--- src/core/host_sram_write_pkg.sv ---
// Constants and state codes for the host SRAM write sequencer.
// Assumes a single system clock; no software-visible registers.
// Requirements
// RL1: Stall host RAM write while internal memory request or backoff is active.
// RL2: Host select and write strobe pass two flip-flops before use.
// RL3: Space select bit sampled in cycle three picks command or RAM.
// RL4: Cycle three, no backoff: enable address and data buffers toward RAM.
// RL5: Buffer enables are delayed from the clock edge to avoid contention; the code switches them on the edge with no added delay.
// RL6: Cycle four asserts SRAM chip select and a lagging write strobe.
// RL7: Cycle five asserts acknowledge, drops buffer enables and chip select.
// RL8: One recovery cycle follows every host access before another access.
// RL9: Acknowledge holds until host deasserts select; host must release select.
// RL10: Acknowledge within five periods, or 23 to 29 after a prior access.
// RL11: Write strobe pulse is taken from the clock high phase.
// RL12: System pairs this port with 12 ns SRAMs at 40 MHz maximum; CLK_MHZ is set to 250.
// RL13: System provides tristate address buffer and bidirectional data latch.
// RL14: While stalled all strobes stay idle; sequencing restarts at cycle three.
package host_sram_write_pkg;
   localparam int unsigned CLK_MHZ = 250;
   localparam int unsigned MAX_ACK_PERIODS = 5;
   localparam int unsigned BACKOFF_MIN_PERIODS = 23;
   localparam int unsigned BACKOFF_MAX_PERIODS = 29;
   localparam int unsigned SPACE_BIT_POS = 17;
   localparam logic DIR_TO_RAM = 1'b0;
   localparam logic DIR_TO_HOST = 1'b1;
   localparam logic [1:0] SYNC_RESET = 2'h3;
   typedef enum logic [5:0]
   {
      ST_IDLE = 6'b00_0001,
      ST_ARB = 6'b00_0010,
      ST_ADDR = 6'b00_0100,
      ST_WRITE = 6'b00_1000,
      ST_ACK = 6'b01_0000,
      ST_RECOVER = 6'b10_0000
   } seq_state_t;
endpackage : host_sram_write_pkg

--- src/core/host_sync_if.sv ---
// Carries synchronised host strobes from the synchroniser to the sequencer.
// Assumes both ends share the system clock.
`timescale 1ns/100ps
interface host_sync_if;
   logic select_n;
   logic write_n;
   modport src (output select_n, output write_n);
   modport dst (input select_n, input write_n);
endinterface : host_sync_if

--- src/core/host_sram_write_sequencer.sv ---
// Host port that sequences processor write cycles into the shared SRAM.
// Assumes external address buffer and data latch, and an internal arbiter
// that reports memory demand and backoff on the system clock.
`timescale 1ns/100ps
module host_sram_write_sequencer
(
   // Clock and reset
   input wire logic clk_i,
   input wire logic resetn_i,
   // Host bus
   input wire logic host_select_n_i,
   input wire logic host_write_strobe_n_i,
   input wire logic space_select_bit_i,
   output logic host_acknowledge_n_o,
   // Arbitration
   input wire logic internal_request_i,
   input wire logic backoff_i,
   output logic host_busy_o,
   output logic command_write_o,
   // Buffer controls
   output logic addr_buffer_enable_n_o,
   output logic data_buffer_enable_n_o,
   output logic data_buffer_direction_o,
   // SRAM strobes
   output logic mem_chip_select_n_o,
   output logic mem_write_enable_n_o
);
   host_sram_write_pkg::seq_state_t state_reg;
   host_sram_write_pkg::seq_state_t state_next;
   host_sync_if strobes ();
   logic write_req;
   logic stall;
   logic space_reg;
   logic we_arm_reg;
   logic we_neg_reg;

   host_strobe_sync u_sync
   (
      .clk_i (clk_i),
      .resetn_i (resetn_i),
      .host_select_n_i (host_select_n_i),
      .host_write_strobe_n_i (host_write_strobe_n_i),
      .sync (strobes)
   );

   assign write_req = !strobes.select_n && !strobes.write_n; // see RL2
   // Arbiter demand or a running backoff both hold the port off
   assign stall = internal_request_i || backoff_i; // see RL1

   always_comb
   begin
      state_next = state_reg;
      case (state_reg)
         host_sram_write_pkg::ST_IDLE:
            if (write_req && !stall)
               state_next = host_sram_write_pkg::ST_ADDR; // see RL10
            else if (write_req)
               state_next = host_sram_write_pkg::ST_ARB; // see RL1
         host_sram_write_pkg::ST_ARB:
            if (!write_req)
               state_next = host_sram_write_pkg::ST_IDLE;
            else if (!stall) // see RL1
               state_next = host_sram_write_pkg::ST_ADDR; // see RL14
         host_sram_write_pkg::ST_ADDR:
            if (!write_req)
               state_next = host_sram_write_pkg::ST_IDLE;
            else if (stall)
               state_next = host_sram_write_pkg::ST_ARB; // see RL14
            else
               state_next = host_sram_write_pkg::ST_WRITE;
         host_sram_write_pkg::ST_WRITE:
            state_next = host_sram_write_pkg::ST_ACK; // see RL7
         host_sram_write_pkg::ST_ACK:
            if (strobes.select_n) // see RL9
               state_next = host_sram_write_pkg::ST_RECOVER;
         host_sram_write_pkg::ST_RECOVER:
            state_next = host_sram_write_pkg::ST_IDLE; // see RL8
         default:
            state_next = host_sram_write_pkg::ST_IDLE;
      endcase
   end

   always_ff @(posedge clk_i or negedge resetn_i)
   begin
      if (!resetn_i)
         state_reg <= host_sram_write_pkg::ST_IDLE;
      else
         state_reg <= state_next;
   end

   // Space bit latched as cycle three is entered
   always_ff @(posedge clk_i or negedge resetn_i)
   begin
      if (!resetn_i)
         space_reg <= 1'b0;
      else if (state_next == host_sram_write_pkg::ST_ADDR &&
               state_reg != host_sram_write_pkg::ST_ADDR)
         space_reg <= space_select_bit_i; // see RL3
   end

   // Buffer controls registered; they switch on the clock edge itself, with no
   // delay added to keep them off the bus until the previous owner has let go.
   always_ff @(posedge clk_i or negedge resetn_i)
   begin
      if (!resetn_i)
      begin
         addr_buffer_enable_n_o <= 1'b1;
         data_buffer_enable_n_o <= 1'b1;
         data_buffer_direction_o <= host_sram_write_pkg::DIR_TO_HOST;
      end
      else if (state_next == host_sram_write_pkg::ST_ADDR ||
               state_next == host_sram_write_pkg::ST_WRITE)
      begin
         addr_buffer_enable_n_o <= 1'b0; // see RL4, see RL5
         data_buffer_enable_n_o <= 1'b0; // see RL4, see RL5
         data_buffer_direction_o <= host_sram_write_pkg::DIR_TO_RAM; // see RL4
      end
      else
      begin
         addr_buffer_enable_n_o <= 1'b1; // see RL7, see RL14
         data_buffer_enable_n_o <= 1'b1; // see RL7, see RL14
         data_buffer_direction_o <= host_sram_write_pkg::DIR_TO_HOST;
      end
   end

   // Chip select and acknowledge; command space never touches the SRAM
   always_ff @(posedge clk_i or negedge resetn_i)
   begin
      if (!resetn_i)
      begin
         mem_chip_select_n_o <= 1'b1;
         host_acknowledge_n_o <= 1'b1;
         host_busy_o <= 1'b0;
         command_write_o <= 1'b0;
      end
      else
      begin
         mem_chip_select_n_o <=
            !(state_next == host_sram_write_pkg::ST_WRITE &&
              !space_select_bit_i && !space_reg); // see RL6, see RL7
         host_acknowledge_n_o <=
            !(state_next == host_sram_write_pkg::ST_ACK); // see RL7, see RL9
         host_busy_o <= state_next != host_sram_write_pkg::ST_IDLE; // see RL8
         command_write_o <= state_next == host_sram_write_pkg::ST_WRITE &&
                            space_reg; // see RL3
      end
   end

   // Write strobe armed on the edge of cycle four and cut by the falling
   // edge, so it covers only the high phase while chip select is low.
   // Limitation: pulse width tracks the clock duty cycle.
   always_ff @(posedge clk_i or negedge resetn_i)
   begin
      if (!resetn_i)
         we_arm_reg <= 1'b0;
      else
         we_arm_reg <= state_next == host_sram_write_pkg::ST_WRITE &&
                       !space_reg; // see RL6
   end

   always_ff @(negedge clk_i or negedge resetn_i)
   begin
      if (!resetn_i)
         we_neg_reg <= 1'b1;
      else
         we_neg_reg <= !we_arm_reg; // see RL6
   end

   // Two flops of opposite edges; a single flop cannot give a half-cycle
   assign mem_write_enable_n_o = !(we_arm_reg && we_neg_reg); // see RL11
endmodule : host_sram_write_sequencer

--- src/core/host_strobe_sync.sv ---
// Two-stage synchroniser for the host select and write strobes.
// Assumes the strobes are asynchronous to clk_i.
`timescale 1ns/100ps
module host_strobe_sync
(
   // Clock and reset
   input wire logic clk_i,
   input wire logic resetn_i,
   // Raw strobes
   input wire logic host_select_n_i,
   input wire logic host_write_strobe_n_i,
   // Synchronised strobes
   host_sync_if.src sync
);
   logic [1:0] meta_reg;
   logic [1:0] stable_reg;
   always_ff @(posedge clk_i or negedge resetn_i)
   begin
      if (!resetn_i)
      begin
         meta_reg <= host_sram_write_pkg::SYNC_RESET;
         stable_reg <= host_sram_write_pkg::SYNC_RESET;
      end
      else
      begin
         meta_reg <= {host_select_n_i, host_write_strobe_n_i}; // see RL2
         stable_reg <= meta_reg; // see RL2
      end
   end
   assign sync.select_n = stable_reg[1];
   assign sync.write_n = stable_reg[0];
endmodule : host_strobe_sync

--- config.mk ---
export PLATFORM = sky130hd
export DESIGN_NAME = host_sram_write_sequencer
export DESIGN_NICKNAME = d
export VERILOG_FILES = /design/src/core/host_sram_write_pkg.sv /design/src/core/host_sync_if.sv /design/src/core/host_sram_write_sequencer.sv /design/src/core/host_strobe_sync.sv
export SDC_FILE = /design/constraint.sdc
export NUM_CORES = 1
export LEC_CHECK = 0
export BUFFER_PORTS_ARGS = -buffer_cell sky130_fd_sc_hd__buf_2
export CAP_MARGIN = 20
export CORE_MARGIN = 10
export CORE_UTILIZATION = 45
export DETAILED_ROUTE_END_ITERATION = 12
export GPL_TIMING_DRIVEN = 0
export PLACE_DENSITY_LB_ADDON = 0.1
export SYNTH_ARGS = -nofsm -noshare
export SYNTH_HDL_FRONTEND = slang
export SYNTH_SLANG_ARGS = --single-unit
export TNS_END_PERCENT = 30
--- constraint.sdc ---
create_clock -name clk_i -period 1.6 [get_ports clk_i]
set_clock_uncertainty 0.15 [all_clocks]
set_input_delay 0.32 -clock clk_i [delete_from_list [all_inputs] [get_ports clk_i]]
set_output_delay 0.32 -clock clk_i [all_outputs]
set_load 0.005 [all_outputs]
==> impl_results.md, run 1 <==
* Status: complete, but fails checks
* Failing checks: setup timing
* Min-Delay Path Class: in2reg
* # setup viols final at 4
* CP Launch Type: flip-flop
* Post-Syn Instances at 51
* First-pass GRT wire length at 1990 µm
* Max-capacitance violation count at 0
* Via Count at 426
* Clk_lat worst skew at 0.29 ns
* Post-layout util at 0.626
* Htree depth at 1
* CP endpoint kind: output port
* Slew headroom at 0.725
* Ys flop type: dfstp_2
* Share of cells above drive strength 1 at 0.521
* Area after DPL at 771 µm²
* LEAKAGE at 0.378 nW
* PnR worst setup slack at -0.663 ns
* Detailed router's first-iteration violation count at 3
* #FFs+latches synth at 18
* Port buffer count at 14
* Largest register FFs at 6
* Sink Count at 18
* RR Startpoint: state_reg[5]
* DIE WIDTH at 58.9 µm
* Final instance area at 856 µm²
* Die ar. at 0.00347 mm²
* CTS buffer count at 3
* Post-synth ARST share at 1.00
* Placer congestion estimate at 0.698
* First-pass DRT Iterations at 2
* Post-Syn Area at 682 µm²
* Clock slew at reported path FFs at 0.09 ns
* Layout area overhead at 25.5%
* Core Box Area at 0.00137 mm²
* Most frequent cells in the layout: buf_2 (14), dfrtp_1 (9), dfstp_2 (9)
* Hpwl dp at 814 µm
* Ys Warns at 0
* Initial core utilization at 0.499
* Cell variety after synth at 23
* IO Pins at 15
* Commonest non-fill, non-tap cell in the layout: buf_2
* Reg2Reg Setup Slack at -0.19 ns
* RSZ-0062 raised after global routing: true
* Clock root buffer: clkbuf_4
* Largest net degree at the start of global routing at 11
* WP data arrival at 1.79 ns
* Average size of a mapped cell at 13.4 µm²
* CP Max Fanout at 1
* Post-synthesis sequential area ratio at 0.677
* Final TNS setup at -1.02 ns
* Post-synth EDFFs at 0
* Max-slew violation count at 0
* Hold Crit Start: space_select_bit_i
* Worst-case clock buffer depth at 2
* Power per Cell Area at 923 mW/mm²
* Synth Net Count at 58
* # nets final at 81
* Initial antenna violation count at 0
* GRT Overall Usage at 0.0759
* Vias in the first global route at 450
* Inserted Diodes at 0
* CP endpoint: mem_write_enable_n_o
* Worst Setup SP: we_neg_reg
* Final hold violation count at 0
* Pre-CTS setup slack at -0.315 ns
* Reg-to-Reg End: mem_chip_select_n_o
* Worst vdd ir at 0.580 mV
* Worst Reg2Reg Path Length in Cells at 3
* CTS tree: yes
* Routed len/inst at 13.2 µm
* Worst setup path class: reg2out
* Vias per cell at 4.84
* Antenna viol nets, final at 0
* Final Routed Wirelength at 1160 µm
* DR DRC count at 0
* WHS at 0.0945 ns
* Slew @ Worst Pin at 0.411 ns
* Worst Path Required at 1.13 ns
* Die height at 58.9 µm
* Grt total ovfl at 0
* Rows at 13
where the power goes:
part / switching, mW / internal [mW] / leakage, nW
Sequential: 0.0150 / 0.481 / 0.217
Clock: 0.134 / 0.0938 / 0.0207
Combinational: 0.0313 / 0.0347 / 0.141
critical path, stage by stage (launching register included):
cell and delay [ns]:
dfstp_2 0.50, nand2_1 0.04, buf_2 0.12
metal layers:
layer,vias to the layer above,track usage,wire length [µm]
li1,217,-,-
met1,199,0.0808,503
met2,10,0.119,561
met3,0,0.0343,96
met4,0,0.0492,0
met5,-,0,0
what timing repair did:
item / 4_1_cts / 5_1_grt
hold buffers: 4 / 0
buffers inserted: 0 / 0
resized for setup: 2 / 4
pin swaps: 1 / 0
hold endpoints to repair: 11 / 0
endpoints found under the setup margin: 4 / 8
gates cloned: 0 / 0
synthesized netlist by cell type, types with 2 or more instances:
cell	count	area [µm²]
nand2_1	2	7.51
o21ai_0	3	15.0
nor2_1	2	7.51
dfrtp_1	9	225
or3_1	3	18.8
dfstp_2	9	236
buf_4	2	15.0
inv_1	3	11.3
nand2b_1	2	12.5
nor3_1	2	10.0
and2_1	2	12.5
worst min path at each step:
stage                          end  slack (ns)  cells past startpoint
2_1_floorplan      command_write_o       -0.13                      0
3_3_place_gp           host_busy_o        0.11                      1
5_1_grt        mem_chip_select_n_o        0.10                      2
3_5_place_dp           host_busy_o        0.11                      1
4_1_cts        mem_chip_select_n_o        0.08                      2
6_report       mem_chip_select_n_o        0.09                      2
metrics by stage:
step	instances	power [mW]
CTS	88	0.803
global placement	80	0.566
detailed placement	80	0.567
global route	88	0.841
floorplan	51	0.539
finish	88	0.790
layout make-up:
cell class | count | area, µm²
fill | 109 | 510
sequential | 18 | 462
multi-input combinational | 28 | 213
timing repair buffer | 18 | 110
clock buffer | 3 | 22.5
tap | 15 | 18.8
buffer | 2 | 15.0
clock inverter | 2 | 7.51
inverter | 2 | 7.51
cells by family after synthesis:
logic type,share of synthesized area
xor+xnor,0.0128
compound gates,0.0587
flops,0.677
simple gates,0.196
buf+inv,0.0385
mux,0.0165
(Power assumes the default switching activity.)
==> inputs of run 2 (changes only) <==
--- a/config.mk
+++ b/config.mk
@@ -7,11 +7,12 @@
 export LEC_CHECK = 0
 export BUFFER_PORTS_ARGS = -buffer_cell sky130_fd_sc_hd__buf_2
 export CAP_MARGIN = 20
-export CORE_MARGIN = 10
+export CORE_MARGIN = 2
 export CORE_UTILIZATION = 45
 export DETAILED_ROUTE_END_ITERATION = 12
 export GPL_TIMING_DRIVEN = 0
 export PLACE_DENSITY_LB_ADDON = 0.1
+export SLEW_MARGIN = 20
 export SYNTH_ARGS = -nofsm -noshare
 export SYNTH_HDL_FRONTEND = slang
 export SYNTH_SLANG_ARGS = --single-unit
==> run 2 against run 1 <==
Compared with the run above: the flow still finishes with violations (setup timing); sequential share of layout area decreased by 0.70 points; worst setup slack lost 0.0017 ns; non-clock buffer count unchanged; sequential power hardly changed; hold slack got worse by 0.0075 ns; total power is 7.0% higher; cell count up 1.1%; critical endpoint unchanged; largest power group unchanged.
==> impl_results.md, run 2 (same netlist as run 1, synthesis figures left out) <==
* CTS tree: yes
* Placer congestion estimate at 0.658
* RSZ-0062 raised after global routing: true
* Htree depth at 1
* Slowest CP cell: dfstp_2
* Via Count at 440
* IO Pins at 15
* Cells after DPL at 81
* WP data arrival at 1.79 ns
* Max-capacitance violation count at 0
* Filler cells at 131
* Hpwl dp at 765 µm
* Detailed router's first-iteration violation count at 2
* Largest delay share family, worst path: flip-flops
* Post-layout util at 0.596
* Rows at 14
* Antenna viol nets, final at 0
* Status: complete, but fails checks
* Initial antenna violation count at 0
* GRT Overall Usage at 0.151
* Layout area overhead at 27.2%
* PnR worst setup slack at -0.665 ns
* Sink Count at 18
* First-pass GRT wire length at 1990 µm
* Die ar. at 0.00184 mm²
* Worst setup path class: reg2out
* Buf/Inv on CP at 1
* CP endpoint kind: output port
* CP peak stage delay at 0.50 ns
* Commonest non-fill, non-tap cell in the layout: buf_2
* Slew @ Worst Pin at 0.441 ns
* Initial core utilization at 0.469
* Core Box Area at 0.00145 mm²
* # setup viols final at 4
* Most frequent cells in the layout: buf_2 (14), dfrtp_1 (9), dfstp_2 (9)
* Final hold violation count at 0
* Power per Cell Area at 975 mW/mm²
* LEAKAGE at 0.386 nW
* Critical Path, Cell by Cell: nand2_1 > buf_2
* Final non-filler cell total at 89
* Final Routed Wirelength at 1140 µm
* Final instance area at 867 µm²
* CTS buffer count at 3
* Inserted Diodes at 0
* Area after DPL at 772 µm²
* Worst vdd ir at 0.645 mV
* Final TNS setup at -1.03 ns
* First-pass DRT Iterations at 2
* Area of the multi-input gates at 213 µm²
* Slew headroom at 0.705
* Min-Delay Path Class: in2reg
* Failing checks: setup timing
* Share of cells above drive strength 1 at 0.534
* CP Launch Type: flip-flop
* Clk_lat worst skew at 0.28 ns
* Vias in the first global route at 460
* Largest register FFs at 6
* Vias per cell at 4.94
* DR DRC count at 0
* CP Max Fanout at 1
* Max-slew violation count at 0
* Worst Path Required at 1.13 ns
* Clock root buffer: clkbuf_4
* Largest net degree at the start of global routing at 11
* Port buffer count at 14
* Grt total ovfl at 0
* Clock slew at reported path FFs at 0.10 ns
* # nets final at 81
* Reg area at 462 µm²
* Die height at 42.9 µm
* Setup bufs post-CTS at 0
* DIE WIDTH at 42.9 µm
* Worst-case clock buffer depth at 2
* Routed len/inst at 12.8 µm
[run 2: cell count changes in the layout (fill, tap and decap cells not counted)]
cell / before / now
clkbuf_8: 0 / 1
clkinv_1: 1 / 0
[run 2: stage by stage]
| stage | total power, mW | setup slack (ns) | hold slack [ns] |
|---|---|---|---|
| floorplan | 0.539 | -0.211 | -0.126 |
| global placement | 0.566 | -0.315 | 0.114 |
| detailed placement | 0.568 | -0.318 | 0.114 |
| CTS | 0.855 | -0.680 | 0.0803 |
| global route | 0.889 | -0.713 | 0.0813 |
| finish | 0.845 | -0.665 | 0.0871 |
[run 2: area by class of cell]
| type | count | area share |
|---|---|---|
| Sequential cell | 18 | 0.532 |
| Clock inverter | 1 | 0.00433 |
| Inverter | 2 | 0.00866 |
| Multi-Input combinational cell | 28 | 0.245 |
| Tap cell | 16 | 0.0231 |
| Clock buffer | 4 | 0.0418 |
| Buffer | 2 | 0.0173 |
| Timing Repair Buffer | 18 | 0.127 |
[run 2: power by group]
part / total [mW] / switching, mW / internal (mW)
clock: 0.282 / 0.140 / 0.142
sequential: 0.497 / 0.0155 / 0.482
combinational: 0.0664 / 0.0317 / 0.0347
total: 0.845 / 0.187 / 0.658
[run 2: metal layers]
metal,track usage,up-vias,share of wire
met2,0.233,12,0.47
met1,0.200,206,0.47
met4,0.0750,0,0.0044
met5,0,-,0
met3,0.0340,2,0.057
li1,-,220,-
[run 2: final timing paths]
path                                    start  depth (start not counted)  slack [ns]                   end
setup / recovery                   we_neg_reg                          2       -0.66  mem_write_enable_n_o
hold / removal             space_select_bit_i                          2        0.09   mem_chip_select_n_o
setup reg to reg                 state_reg[2]                          3       -0.19   mem_chip_select_n_o
hold reg to reg            u_sync.meta_reg[0]                          0        0.21  u_sync.stable_reg[0]
max in group asynchronous            resetn_i                          2        0.62          state_reg[2]
min in group asynchronous            resetn_i                          2        0.37       command_write_o
[run 2: timing repair]
action,4_1_cts,5_1_grt
endpoints found under the hold margin,11,0
endpoints found under the setup margin,4,7
pin swaps,1,1
resized for setup,2,4
hold buffers,4,0
[run 2: worst reg2reg max path: stages (launching register included)]
cell     delay [ns]
dfrtp_1        0.46
or3b_4         0.42
or3_4          0.39
or3_1          0.31
==> inputs of run 3 (changes only) <==
--- a/config.mk
+++ b/config.mk
@@ -8,7 +8,7 @@
 export BUFFER_PORTS_ARGS = -buffer_cell sky130_fd_sc_hd__buf_2
 export CAP_MARGIN = 20
 export CORE_MARGIN = 2
-export CORE_UTILIZATION = 45
+export CORE_UTILIZATION = 30
 export DETAILED_ROUTE_END_ITERATION = 12
 export GPL_TIMING_DRIVEN = 0
 export PLACE_DENSITY_LB_ADDON = 0.1
==> run 3 against run 2 <==
Compared with the run above: the flow still finishes with violations (setup timing); register-to-register slack improved by 0.02 ns; sequential share of layout area decreased by 0.15 points; utilization is 20 points lower; critical path type unchanged; largest power group unchanged.
==> impl_results.md, run 3 (same netlist as run 1, synthesis figures left out) <==
* Status: complete, but fails checks
* Failing checks: setup timing
* Routed len/inst at 11.8 µm
* Initial core utilization at 0.314
* Reg area at 462 µm²
* Final Routed Wirelength at 1190 µm
* Largest net degree at the start of global routing at 11
* # nets final at 81
* Die ar. at 0.00267 mm²
* Detailed router's first-iteration violation count at 1
* Area of the multi-input gates at 210 µm²
* RSZ-0062 raised after global routing: true
* Inserted Diodes at 0
* Clock root buffer: clkbuf_4
* Clock power share at 0.299
* Die height at 51.7 µm
* CP Launch Type: flip-flop
* Total power at 802 µW
* Final instance area at 870 µm²
* CTS buffer count at 3
* Largest register FFs at 6
* Worst Setup SP: we_neg_reg
* First-pass GRT wire length at 2050 µm
* DR DRC count at 0
* IO Pins at 15
* Via Count at 421
* Most frequent cells in the layout: buf_2 (14), dfrtp_1 (9), dfstp_2 (9)
* Initial antenna violation count at 0
* DIE WIDTH at 51.7 µm
* Worst vdd ir at 0.488 mV
* Area after DPL at 787 µm²
* Slew headroom at 0.713
* M1 GR Usage at 0.134
* Switching share of power at 0.232
* Internal Dissipation at 616 µW
* Min-Delay Path Class: in2reg
* CP endpoint kind: output port
* Net Switching at 186 µW
* Max-capacitance violation count at 0
* Global route hottest layer: met2
* Layout area overhead at 27.5%
* Power per Cell Area at 922 mW/mm²
* Hpwl dp at 776 µm
* Htree depth at 1
* Max-slew violation count at 0
* GRT Overall Usage at 0.113
* Final non-filler cell total at 101
* Placer congestion estimate at 0.768
* Critical Path, Cell by Cell: nand2_1 > buf_2
* Met3 Use GR at 0.0172
* Combinational power share at 0.081
* Flop pwr share at 0.620
* CP peak stage delay at 0.51 ns
* Clk_lat worst skew at 0.29 ns
* Filler cells at 233
* RR Startpoint: state_reg[2]
* Setup bufs post-CTS at 0
* Commonest non-fill, non-tap cell in the layout: buf_2
* Slowest CP cell: dfstp_2
* Reg2Reg Setup Slack at -0.17 ns
* Slew @ Worst Pin at 0.430 ns
* Antenna viol nets, final at 0
* Share of cells above drive strength 1 at 0.507
* Rows at 17
* Port buffer count at 14
* LEAKAGE at 0.376 nW
* Worst Reg2Reg Path Length in Cells at 3
* Clock slew at reported path FFs at 0.10 ns
* CTS tree: yes
* Final hold violation count at 0
* WP data arrival at 1.80 ns
* PnR worst setup slack at -0.667 ns
* Vias per cell at 4.17
* Worst Path Required at 1.13 ns
* # setup viols final at 4
* Core Box Area at 0.00217 mm²
* Met2 usage at 0.186
* CP Max Fanout at 1
* Cells after DPL at 93
* Reg-to-Reg End: mem_chip_select_n_o
* CP endpoint: mem_write_enable_n_o
* Worst-case clock buffer depth at 2
* Worst setup path class: reg2out
* First-pass DRT Iterations at 3
* Sink Count at 18
* Vias in the first global route at 453
* Grt total ovfl at 0
[run 3: changes by cell type in the layout (fill, tap and decap cells not counted)]
| cell | previous run | this run |
|---|---|---|
| or3b_4 | 1 | 0 |
| clkbuf_1 | 0 | 1 |
| clkbuf_8 | 1 | 0 |
| or3b_1 | 0 | 1 |
[run 3: what timing repair did]
item	4_1_cts	5_1_grt
hold endpoints to repair	11	0
endpoints found under the setup margin	6	8
resized for setup	2	3
pin swaps	1	0
cloned	0	0
hold buffers	4	0
[run 3: area by class of cell]
cell class | instances | share of cell area
clock buffer | 4 | 0.0302
tap | 28 | 0.0403
buffer | 2 | 0.0173
timing repair buffer | 18 | 0.127
sequential | 18 | 0.531
multi-input combinational | 28 | 0.242
clock inverter | 1 | 0.00432
inverter | 2 | 0.00863
[run 3: critical path: cells and delay by family, from the launching register on]
kind	cells	cell delay [ns]
simple gates	1	0.04
buf+inv	1	0.11
flops	1	0.51
[run 3: power by group through the flow]
stage,logic (mW),clock network (mW),registers (mW)
final,0.0653,0.240,0.497
after CTS,0.0652,0.257,0.497
after detailed placement,0.0558,0.00782,0.504
after global placement,0.0558,0.00782,0.504
after floorplan,0.0302,0.00782,0.501
after global routing,0.0744,0.280,0.500
[run 3: how the worst min path moves through the flow]
| stage | startpoint | to | depth (start not counted) |
|---|---|---|---|
| 3_5_place_dp | resetn_i | host_busy_o | 1 |
| 6_report | space_select_bit_i | mem_chip_select_n_o | 2 |
| 3_3_place_gp | resetn_i | state_reg[2] | 1 |
| 4_1_cts | space_select_bit_i | mem_chip_select_n_o | 2 |
| 5_1_grt | space_select_bit_i | mem_chip_select_n_o | 2 |
| 2_1_floorplan | resetn_i | command_write_o | 0 |
[run 3: per-layer routing]
| layer | wire [µm] | vias up | share of wire |
|---|---|---|---|
| li1 | - | 218 | - |
| met1 | 539 | 192 | 0.45 |
| met2 | 587 | 9 | 0.49 |
| met3 | 51 | 2 | 0.043 |
| met4 | 16 | 0 | 0.013 |
| met5 | 0 | - | 0 |
[run 3: per-stage QoR]
step | worst slack [ns] | util | hold WS (ns) | setup TNS (ns)
finish | -0.667 | 0.401 | 0.0774 | -1.00
global route | -0.739 | 0.401 | 0.0704 | -1.44
CTS | -0.685 | 0.396 | 0.0661 | -1.02
detailed placement | -0.322 | 0.363 | 0.118 | -1.18
global placement | -0.315 | 0.363 | 0.121 | -1.15
floorplan | -0.211 | - | -0.126 | -0.415
